$ cat config.mk
export PLATFORM = sky130hd
export DESIGN_NAME = acs_regs
export DESIGN_NICKNAME = d
export VERILOG_FILES = /design/src/pkg/acs_pkg.sv /design/src/hw/acs_regs.sv
export SDC_FILE = /design/constraint.sdc
export NUM_CORES = 1
export LEC_CHECK = 0
export BUFFER_PORTS_ARGS = -buffer_cell sky130_fd_sc_hd__buf_2
export CAP_MARGIN = 25
export CORE_UTILIZATION = 40
export DETAILED_ROUTE_END_ITERATION = 7
export PLACE_DENSITY = 0.59
export SETUP_SLACK_MARGIN = 0.3
export SLEW_MARGIN = 10
export SYNTH_ARGS = -nofsm -noshare
export SYNTH_HDL_FRONTEND = slang
export SYNTH_SLANG_ARGS = --single-unit
$ cat constraint.sdc
create_clock -name ref_clk -period 9.4 [get_ports ref_clk]
set_input_delay 0.94 -clock ref_clk [delete_from_list [all_inputs] [get_ports ref_clk]]
set_output_delay 0.94 -clock ref_clk [all_outputs]
set_load 0.05 [all_outputs]
$ cat src/pkg/acs_pkg.sv
/*
 Constants, types and register map for the converter configuration bank.
 Assumes a single ref_clk domain; serial port pins are synchronised in hw.
*/
package acs_pkg;
   localparam logic [12:0] ADDR_CLK_PHASE  = 13'h0016;
   localparam logic [12:0] ADDR_CLK_DELAY  = 13'h0017;
   localparam logic [12:0] ADDR_REF_SPAN   = 13'h0018;
   localparam logic [12:0] ADDR_SIG_LOW    = 13'h0024;
   localparam logic [12:0] ADDR_SIG_HIGH   = 13'h0025;
   localparam logic [12:0] ADDR_UPDATE     = 13'h00ff;
   localparam logic [12:0] ADDR_SYNC       = 13'h0100;
   localparam logic [12:0] ADDR_DETECT     = 13'h0104;
   localparam logic [12:0] ADDR_UPPER_LOW  = 13'h0106;
   localparam logic [12:0] ADDR_UPPER_HIGH = 13'h0107;
   localparam logic [12:0] ADDR_LOWER_LOW  = 13'h0108;
   localparam logic [12:0] ADDR_LOWER_HIGH = 13'h0109;

   localparam logic [7:0] RST_CLK_PHASE = 8'h00;
   localparam logic [7:0] RST_CLK_DELAY = 8'h00;
   localparam logic [7:0] RST_REF_SPAN  = 8'hc0;
   localparam logic [7:0] RST_SYNC      = 8'h00;
   localparam logic [7:0] RST_DETECT    = 8'h00;
   localparam logic [12:0] RST_THRESH   = 13'h0000;
   localparam logic [15:0] RST_SIG      = 16'h0000;

   localparam int POS_INVERT     = 7;
   localparam int POS_SPAN       = 6;
   localparam int POS_MASTER     = 0;
   localparam int POS_DIV_SYNC   = 1;
   localparam int POS_NEXT_ONLY  = 2;
   localparam int POS_MON_SYNC   = 7;
   localparam int POS_TRANSFER   = 0;
   localparam int PHASE_MAX      = 7;

   localparam logic [3:0] INSTR_LAST = 4'hf;
   localparam logic [3:0] BYTE_LAST  = 4'h7;

   typedef enum {ST_IDLE, ST_INSTR, ST_DATA} acs_spi_state_type;

   typedef struct packed {
      logic [7:0]  clk_phase;
      logic [7:0]  clk_delay;
      logic [7:0]  ref_span;
      logic [7:0]  sync_ctl;
      logic [7:0]  detect_ctl;
      logic [12:0] upper_thresh;
      logic [12:0] lower_thresh;
   } acs_cfg_type;

   localparam acs_cfg_type RST_CFG = '{RST_CLK_PHASE, RST_CLK_DELAY,
      RST_REF_SPAN, RST_SYNC, RST_DETECT, RST_THRESH, RST_THRESH};
endpackage

$ cat src/hw/acs_regs.sv
/*
 Configuration register bank behind the serial control port: staged and
 active copies, self-test signature readback, sync control and the
 divider phase delay / output data clock inversion.
 Assumes serial clock well below ref_clk/8; pins are asynchronous.
*/
`timescale 1ns/100ps
module acs_regs
(
   // clock and reset
   input  wire logic                 ref_clk,
   input  wire logic                 rst,
   // serial control port
   input  wire logic                 sclk,
   input  wire logic                 csb_n,
   input  wire logic                 sdio_in,
   output logic                      sdio_out,
   output logic                      sdio_oe_n,
   // self-test engine signature
   input  wire logic [15:0]          selftest_signature,
   // clocking and sync
   input  wire logic                 divider_clk_en,
   input  wire logic                 output_data_clock_in,
   input  wire logic                 sync_in,
   output logic                      divider_clk_en_delayed,
   output logic                      output_data_clock,
   output logic                      divider_resync,
   output logic                      signal_monitor_sync,
   // active configuration
   output acs_pkg::acs_cfg_type      cfg_active
);
   acs_pkg::acs_cfg_type       stage_ff;
   acs_pkg::acs_cfg_type       active_ff;
   acs_pkg::acs_spi_state_type state_ff;
   logic [2:0]  sclk_ff;
   logic [1:0]  csb_ff;
   logic [1:0]  sdi_ff;
   logic [2:0]  syn_ff;
   logic [3:0]  cnt_ff;
   logic [15:0] shift_ff;
   logic [7:0]  tx_ff;
   logic        rd_ff;
   logic [12:0] addr_ff;
   logic [15:0] sig_ff;
   logic [acs_pkg::PHASE_MAX:0] dly_ff;
   logic        odc_ff;
   logic        resync_ff;
   logic        mon_ff;
   logic        sdo_ff;
   logic        sclk_rise;
   logic        sclk_fall;
   logic        sync_rise;
   logic        byte_done;
   logic        wr_en;
   logic        update;
   logic        sync_fire;
   logic [15:0] nxt_shift;

   function automatic logic [7:0] rd_byte(input logic [12:0] a,
                                          input acs_pkg::acs_cfg_type c,
                                          input logic [15:0] s);
      logic [7:0] v;
      v = 8'h00;
      case (a)
         acs_pkg::ADDR_CLK_PHASE:  v = c.clk_phase;
         acs_pkg::ADDR_CLK_DELAY:  v = c.clk_delay;
         acs_pkg::ADDR_REF_SPAN:   v = c.ref_span;
         acs_pkg::ADDR_SIG_LOW:    v = s[7:0];
         acs_pkg::ADDR_SIG_HIGH:   v = s[15:8];
         acs_pkg::ADDR_SYNC:       v = c.sync_ctl;
         acs_pkg::ADDR_DETECT:     v = c.detect_ctl;
         acs_pkg::ADDR_UPPER_LOW:  v = c.upper_thresh[7:0];
         acs_pkg::ADDR_UPPER_HIGH: v = {3'h0, c.upper_thresh[12:8]};
         acs_pkg::ADDR_LOWER_LOW:  v = c.lower_thresh[7:0];
         acs_pkg::ADDR_LOWER_HIGH: v = {3'h0, c.lower_thresh[12:8]};
         default:                  v = 8'h00;
      endcase
      return v;
   endfunction

   // pin synchronisers; first stages feed only second stages
   always_ff @(posedge ref_clk)
   begin
      if (rst)
      begin
         sclk_ff <= 3'h7;                    // idles high: no false edge
         csb_ff  <= 2'h3;
         sdi_ff  <= 2'h0;
         syn_ff  <= 3'h0;
      end
      else
      begin
         sclk_ff <= {sclk_ff[1:0], sclk};
         csb_ff  <= {csb_ff[0], csb_n};
         sdi_ff  <= {sdi_ff[0], sdio_in};
         syn_ff  <= {syn_ff[1:0], sync_in};
      end
   end

   assign sclk_rise = sclk_ff[1] & ~sclk_ff[2] & ~csb_ff[1];
   assign sclk_fall = ~sclk_ff[1] & sclk_ff[2] & ~csb_ff[1];
   assign sync_rise = syn_ff[1] & ~syn_ff[2];
   assign nxt_shift = {shift_ff[14:0], sdi_ff[1]};
   assign byte_done = sclk_rise && state_ff == acs_pkg::ST_DATA
                      && cnt_ff == acs_pkg::BYTE_LAST;
   assign wr_en     = byte_done && !rd_ff;
   assign update    = wr_en && addr_ff == acs_pkg::ADDR_UPDATE
                      && nxt_shift[acs_pkg::POS_TRANSFER];

   // serial port framing: 16-bit instruction, then bytes, address counts down
   always_ff @(posedge ref_clk)
   begin
      if (rst || csb_ff[1])
      begin
         state_ff <= acs_pkg::ST_IDLE;
         cnt_ff   <= 4'h0;
         shift_ff <= 16'h0000;
         rd_ff    <= 1'b0;
         addr_ff  <= 13'h0000;
         tx_ff    <= 8'h00;
      end
      else
      begin
         case (state_ff)
            acs_pkg::ST_IDLE:
            begin
               state_ff <= acs_pkg::ST_INSTR;
               cnt_ff   <= 4'h0;
            end
            acs_pkg::ST_INSTR:
            begin
               if (sclk_rise)
               begin
                  shift_ff <= nxt_shift;
                  cnt_ff   <= cnt_ff + 4'h1;
                  if (cnt_ff == acs_pkg::INSTR_LAST)
                  begin
                     state_ff <= acs_pkg::ST_DATA;
                     cnt_ff   <= 4'h0;
                     rd_ff    <= nxt_shift[15];
                     addr_ff  <= nxt_shift[12:0];
                     tx_ff    <= rd_byte(nxt_shift[12:0], stage_ff, sig_ff);
                  end
               end
               else if (sclk_fall && rd_ff)
                  tx_ff <= {tx_ff[6:0], 1'b0};
            end
            acs_pkg::ST_DATA:
            begin
               if (sclk_rise)
               begin
                  shift_ff <= nxt_shift;
                  cnt_ff   <= cnt_ff + 4'h1;
                  if (cnt_ff == acs_pkg::BYTE_LAST)
                  begin
                     cnt_ff  <= 4'h0;
                     addr_ff <= addr_ff - 13'h0001;
                     tx_ff   <= rd_byte(addr_ff - 13'h0001, stage_ff,
                                        sig_ff);
                  end
               end
               else if (sclk_fall)
                  tx_ff <= {tx_ff[6:0], 1'b0};
            end
            default:
               state_ff <= acs_pkg::ST_IDLE;
         endcase
      end
   end

   // read data driven after the falling edge of the serial clock
   always_ff @(posedge ref_clk)
   begin
      if (rst)
         sdo_ff <= 1'b0;
      else if (sclk_fall)
         sdo_ff <= tx_ff[7];
   end
   assign sdio_out  = sdo_ff;
   assign sdio_oe_n = !(rd_ff && state_ff == acs_pkg::ST_DATA && !csb_ff[1]);

   // self-test signature capture
   always_ff @(posedge ref_clk)
   begin
      if (rst)
         sig_ff <= acs_pkg::RST_SIG;
      else
         sig_ff <= selftest_signature;
   end

   // staged copy written over the serial port
   always_ff @(posedge ref_clk)
   begin
      if (rst)
         stage_ff <= acs_pkg::RST_CFG;
      else
      begin
         if (wr_en)
         begin
            case (addr_ff)
               acs_pkg::ADDR_CLK_PHASE:  stage_ff.clk_phase  <= nxt_shift[7:0];
               acs_pkg::ADDR_CLK_DELAY:  stage_ff.clk_delay  <= nxt_shift[7:0];
               acs_pkg::ADDR_REF_SPAN:   stage_ff.ref_span   <= nxt_shift[7:0];
               acs_pkg::ADDR_SYNC:       stage_ff.sync_ctl   <= nxt_shift[7:0];
               acs_pkg::ADDR_DETECT:     stage_ff.detect_ctl <= nxt_shift[7:0];
               acs_pkg::ADDR_UPPER_LOW:
                  stage_ff.upper_thresh[7:0] <= nxt_shift[7:0];
               acs_pkg::ADDR_UPPER_HIGH:
                  stage_ff.upper_thresh[12:8] <= nxt_shift[4:0];
               acs_pkg::ADDR_LOWER_LOW:
                  stage_ff.lower_thresh[7:0] <= nxt_shift[7:0];
               acs_pkg::ADDR_LOWER_HIGH:
                  stage_ff.lower_thresh[12:8] <= nxt_shift[4:0];
               default:
                  stage_ff <= stage_ff;
            endcase
         end
         // one-shot clear is lost only to a write of the sync register itself
         if (sync_fire && stage_ff.sync_ctl[acs_pkg::POS_NEXT_ONLY]
             && !(wr_en && addr_ff == acs_pkg::ADDR_SYNC))
            stage_ff.sync_ctl[acs_pkg::POS_DIV_SYNC] <= 1'b0;
      end
   end

   assign sync_fire = sync_rise && active_ff.sync_ctl[acs_pkg::POS_MASTER]
                      && active_ff.sync_ctl[acs_pkg::POS_DIV_SYNC];

   // active copy; a transfer wins over the one-shot sync clear
   always_ff @(posedge ref_clk)
   begin
      if (rst)
         active_ff <= acs_pkg::RST_CFG;
      else if (update)
         active_ff <= stage_ff;
      else if (sync_fire && active_ff.sync_ctl[acs_pkg::POS_NEXT_ONLY])
         active_ff.sync_ctl[acs_pkg::POS_DIV_SYNC] <= 1'b0;
   end
   assign cfg_active = active_ff;

   // sync pulses
   always_ff @(posedge ref_clk)
   begin
      if (rst)
      begin
         resync_ff <= 1'b0;
         mon_ff    <= 1'b0;
      end
      else
      begin
         resync_ff <= sync_fire;
         mon_ff    <= sync_rise && active_ff.sync_ctl[acs_pkg::POS_MASTER]
                      && active_ff.sync_ctl[acs_pkg::POS_MON_SYNC];
      end
   end
   assign divider_resync      = resync_ff;
   assign signal_monitor_sync = mon_ff;

   // divider input delay line and output data clock polarity
   always_ff @(posedge ref_clk)
   begin
      if (rst)
      begin
         dly_ff <= '0;
         odc_ff <= 1'b0;
      end
      else
      begin
         dly_ff <= {dly_ff[acs_pkg::PHASE_MAX-1:0], divider_clk_en};
         odc_ff <= output_data_clock_in
                   ^ active_ff.clk_phase[acs_pkg::POS_INVERT];
      end
   end
   assign divider_clk_en_delayed = (active_ff.clk_phase[2:0] == 3'h0)
      ? divider_clk_en : dly_ff[active_ff.clk_phase[2:0] - 3'h1];
   assign output_data_clock = odc_ff;
endmodule

After elaboration in Yosys (flattened, before gate mapping)
Index checks and enable logic that the tools add are counted. Widths: inputs -> output; s select.

Register bits: 243. Input bits: 24. Output and inout port bits: 72. Logic and storage cells: 163.

Add/sub/neg operators: 3. $lt $le $gt $ge: 1. Equality and inequality tests: 45. Muxes and demuxes: 27. Bitwise operators: 11. Reduce and logical (&&, ||, !) cells: 42.

Operators by type and width (number): $eq 13x9->1 const B (18); $pmux 8 s11 (2); $eq 13x5->1 const B (9); $pmux 32 s3 (1); $mux 32 (2); $eq 13x6->1 const B (4); $mux 13 (4); $mux 8 (6); $eq 32x1->1 const B (1); $eq 32x2->1 const B (1); $eq 32x3->1 const B (1); $logic_not 32->1 (1); $pmux 13 s2 (1); $reduce_and 2->1 (10); $mux 4 (4); $pmux 8 s2 (1); $logic_and 1x1->1 (15); $eq 13x8->1 const B (1); $sub 13x1->13 const B (1); $ne 3x3->1 const B (4); $pmux 4 s3 (1); $reduce_and 5->1 (2); $reduce_and 3->1 (3); $ne 2x2->1 const B (4); 16 further kinds (32).

Logic depth before layout (Yosys ltp)
Depth in word-level cells: 10. Gate-level depth with buffers: 14. Depth with buffers taken out: 10.

Worst setup path before layout
Ideal clock, no wire load.

Path kind: register to output. Start: reg active_ff, in the netlist cfg_active[58]. End: out divider_clk_en_delayed. Arrival: 2.662 ns. Data required time: 8.460 ns. Setup slack: 5.798 ns. Stages on the path, launching flop included: 8. Buffers on the path: 0. Path through: dfxtp_1 inv_1 ha_1 mux4_2 mux2i_1 nor2_1 a21oi_1 o21ai_0.

Longest elaborated chain between the ends: 4. Elaborated cells between the ends (all ways): 5. Classes of those cells: add/sub (1); mux (3); reduce/logical (1).

Ends and longest elaborated chain: start, declared (line acs_regs.sv:33) `acs_pkg::acs_cfg_type active_ff;`; start signal, assigned (line acs_regs.sv:232) `active_ff <= acs_pkg::RST_CFG;`; start signal, assigned (line acs_regs.sv:234) `active_ff <= stage_ff;`; $sub 3x1->3 (line acs_regs.sv:274) `? divider_clk_en : dly_ff[active_ff.clk_phase[2:0] - 3'h1];`; $bmux 1 s3 (line acs_regs.sv:274); $mux 1 (implied by the code) (line acs_regs.sv:274); $mux 1 * (line acs_regs.sv:274); end, declared (line acs_regs.sv:25) `output logic divider_clk_en_delayed,`.

Mark *: on every way between the ends. The rest lies on a longest branch, timed or not. The select of a mux whose other input is x is not followed.

Worst setup path after layout
Start: reg addr_ff[0]. End: reg tx_ff[0].

Longest elaborated chain between the ends: 6. Elaborated cells between the ends (all ways): 16. Classes of those cells: add/sub (1); eq/ne (11); mux (4).

Ends and longest elaborated chain: start, declared (line acs_regs.sv:43) `logic [12:0] addr_ff;`; start signal, assigned (line acs_regs.sv:141) `addr_ff <= nxt_shift[12:0];`; start signal, assigned (line acs_regs.sv:157) `addr_ff <= addr_ff - 13'h0001;`; $sub 13x1->13 * (line acs_regs.sv:158) `tx_ff <= rd_byte(addr_ff - 13'h0001, stage_ff,`; $eq 13x9->1, or another cell as far along (line acs_regs.sv:64) `case (a)`; $pmux 8 s11 * (line acs_regs.sv:64); $mux 8 * (line acs_regs.sv:154) `if (cnt_ff == acs_pkg::BYTE_LAST)`; $mux 8 * (line acs_regs.sv:150) `if (sclk_rise)`; $pmux 8 s2 * (line acs_regs.sv:124) `case (state_ff)`; end signal, assigned (line acs_regs.sv:146) `tx_ff <= {tx_ff[6:0], 1'b0};`; end signal, assigned (line acs_regs.sv:158); end signal, assigned (line acs_regs.sv:163) `tx_ff <= {tx_ff[6:0], 1'b0};`; end, declared (line acs_regs.sv:41) `logic [7:0] tx_ff;`.

Marked as above. A chain may end at the register's enable or synchronous reset.

==> flow_summary.json <==
{
  "status": "completed",
  "critical_path_class": "register to register",
  "antenna_found_initial": 0,
  "finalHoldViolations": 0,
  "crit_chain": "inv_1, ha_1, or3b_1, o32ai_4, a32oi_4, nor4_2, a22o_1, o41ai_4, a2bb2oi_2, o31ai_2",
  "rrSetupSlack_ns": 5.62,
  "whs_ns": 0.409,
  "finalSetupTns_ns": 0,
  "yosysUniqueCellTypes": 80,
  "dp_hpwl_microns": 21600,
  "setup-violations-final": 0,
  "critPathSlowestCell": "nor4_2",
  "vias_per_cell": 5.68,
  "cts_tree": "done",
  "yosysWarningCount": 0,
  "num_antenna_cells": 0,
  "grt_pass1_wl_microns": 49700,
  "fin_skew_ns": 0.0141,
  "syn2layout_area_growth_pct": 14.2,
  "yosysSeqAreaShare": 0.426,
  "hp-class": "register to register",
  "syn-instance-count": 1236,
  "postRouteAntennaNets": 0,
  "clkLatencyLatePin_ns": 0.52,
  "ctsHoldBuffers": 0,
  "track_usage": 0.244,
  "drt_pass1_iterations": 8,
  "io_buffers": 95,
  "syn_avg_cell_area_sq_um": 8.09,
  "wl_per_cell_microns": 19.5,
  "synth.area.top_cells": "dfxtp_1 (43%), nand2_1 (11%), a21oi_1 (7.9%)",
  "cts.clk_slew.worst_paths_ns": 0.07,
  "post-layout-total-power_mw": 1.88,
  "drcViolationCount": 0,
  "htreeDepth": 1,
  "yosysMostFrequentCell": "nand2_1",
  "synthTopCellsByCount": "nand2_1 (301), dfxtp_1 (213), a21oi_1 (157)",
  "boundaryPins": 96,
  "fmax_ghz": 0.265,
  "syn-num-nets": 1271,
  "numCtsBuffers": 23,
  "worst_ep_arrival_time_ns": 4.21,
  "clk_path_buf_depth": 3,
  "die_w_microns": 160,
  "endpoint_kind": "register",
  "path_buf_inv": 1,
  "start_kind": "register",
  "slowest_delay_ns": 0.84,
  "synth-seq-cells": 213,
  "syn_area_sq_um": 10000,
  "ys_async_sr_fraction": 0,
  "floorplan.initialDensity": 0.410,
  "p_clk_frac": 0.497,
  "finalMaxSlewViolations": 0,
  "pwr-share-seq": 0.486,
  "cts.sinks": 213,
  "post-cts-setup-buffer-count": 0,
  "fp-row-count": 57,
  "die_h_microns": 160,
  "period_minus_slack_ns": 3.78,
  "worstMarginPinSlew_ns": 1.01,
  "ys.flop_type": "dfxtp_1",
  "crit_path_max_fanout": 13,
  "path_delay_family": "simple AND/OR/NAND/NOR gates",
  "slew_headroom": 0.328,
  "ctsResizeCount": 0,
  "peakVddDrop_v": 0.000137,
  "fp.dieArea_sq_um": 25600,
  "p_per_area_nw_per_um2": 165,
  "leakage_nw": 3.96,
  "routabilityCongestion": 1.01,
  "layout.nets": 1315,
  "core-area_sq_um": 24400,
  "rsz0062_at_grt": "false",
  "grt_overflow": 0,
  "synth_edf_count": 0,
  "synth_top_area_frac": 0.426,
  "period_share": 0.402,
  "max_cap_violations": 0,
  "combPwrFrac": 0.017,
  "finalWirelength_microns": 31500,
  "drt_iter0_markers": 713,
  "yosysTopAreaCell": "dfxtp_1",
  "grt_max_degree": 101,
  "p_int_mw": 1.48,
  "first_global_vias": 8652,
  "drive_gt1_frac": 0.145,
  "cp.required_ns": 9.83,
  "clockRootBuffer": "clkbuf_16",
  "swShare": 0.210,
  "vias": 9200,
  "switchingPower_mw": 0.395
}
final cells by class:
type                       count  area [sq um]
sequential                   213          4260
timing repair buffer         111           596
clock buffer                  33           693
fill                        2428         13000
tap                          324           405
inverter                      16          60.1
multi-input combinational    915          5300
clock inverter                 7          91.3
worst paths after layout:
check                            endpoint  startpoint  cells past startpoint
worst max-delay path             tx_ff[0]  addr_ff[0]                     10
worst min-delay path            csb_ff[1]   csb_ff[0]                      1
worst max register to register   tx_ff[0]  addr_ff[0]                     10
worst min register to register  csb_ff[1]   csb_ff[0]                      1
logic make-up after synthesis:
family | count (synthesis) | share of synthesized area
AND/OR/NAND/NOR | 535 | 0.251
AO/OA/AOI/OAI | 309 | 0.201
flip-flops | 213 | 0.426
buffers and inverters | 108 | 0.0442
multiplexers | 52 | 0.0549
adder cells (fa/ha/maj) | 11 | 0.0138
XOR/XNOR | 8 | 0.00776
cells in the final DEF, fill, tap and decap left out, types with 5 or more instances in the layout:
master	count
a211oi_1	5
a21o_1	5
a21oi_1	157
a221oi_1	11
a222oi_1	7
a22o_1	12
a22oi_1	20
a32oi_1	7
and2_1	6
and3_1	6
buf_2	94
buf_4	16
clkbuf_16	23
clkbuf_8	8
dfxtp_1	213
ha_1	11
inv_1	15
mux2i_1	47
nand2_1	301
nand2b_1	10
nand3_1	19
nand3b_1	9
nor2_1	76
nor2b_1	37
nor3_1	8
nor3b_1	8
nor4_1	7
o21ai_0	38
o22ai_1	7
or2_2	9
or3_1	5
or4_1	5
xnor2_1	5
layer usage:
| metal | wire length, microns | up-vias | global-route usage | part of all wire |
|---|---|---|---|---|
| met5 | 0 | - | 0 | 0 |
| met4 | 1520 | 0 | 0.124 | 0.048 |
| met3 | 2290 | 90 | 0.0416 | 0.073 |
| met2 | 13500 | 370 | 0.368 | 0.43 |
| met1 | 14200 | 4351 | 0.335 | 0.45 |
| li1 | - | 4389 | - | - |
registers in the layout (all words and copies together), names as in the netlist:
register / cells
cfg_active: 66
tx_ff: 8
shift_ff: 15
stage_ff: 66
csb_ff: 2
sdio_out: 1
sig_ff: 16
syn_ff: 3
rd_ff: 1
state_ff: 2
cnt_ff: 4
signal_monitor_sync: 1
addr_ff: 13
divider_resync: 1
dly_ff: 8
output_data_clock: 1
sdi_ff: 2
sclk_ff: 3
power by group through the flow:
| stage | sequential [mW] | clock, mW | combinational (mW) |
|---|---|---|---|
| final | 0.914 | 0.934 | 0.0320 |
| after global routing | 0.914 | 0.989 | 0.0352 |
| after CTS | 0.914 | 0.949 | 0.0323 |
| after detailed placement | 0.934 | 0 | 0.0322 |
| after global placement | 0.934 | 0 | 0.0322 |
| after floorplan | 0.932 | 0 | 0.0215 |
metrics by stage:
stage	util	std cells	setup slack, ns	area, sq um
final	0.468	1619	5.62	11400
after global routing	0.468	1619	5.43	11400
after CTS	0.468	1618	5.71	11400
after detailed placement	0.436	1578	5.74	10600
after global placement	0.436	1578	5.79	10600
after floorplan	-	1236	5.80	10000
(Power assumes the default switching activity.)
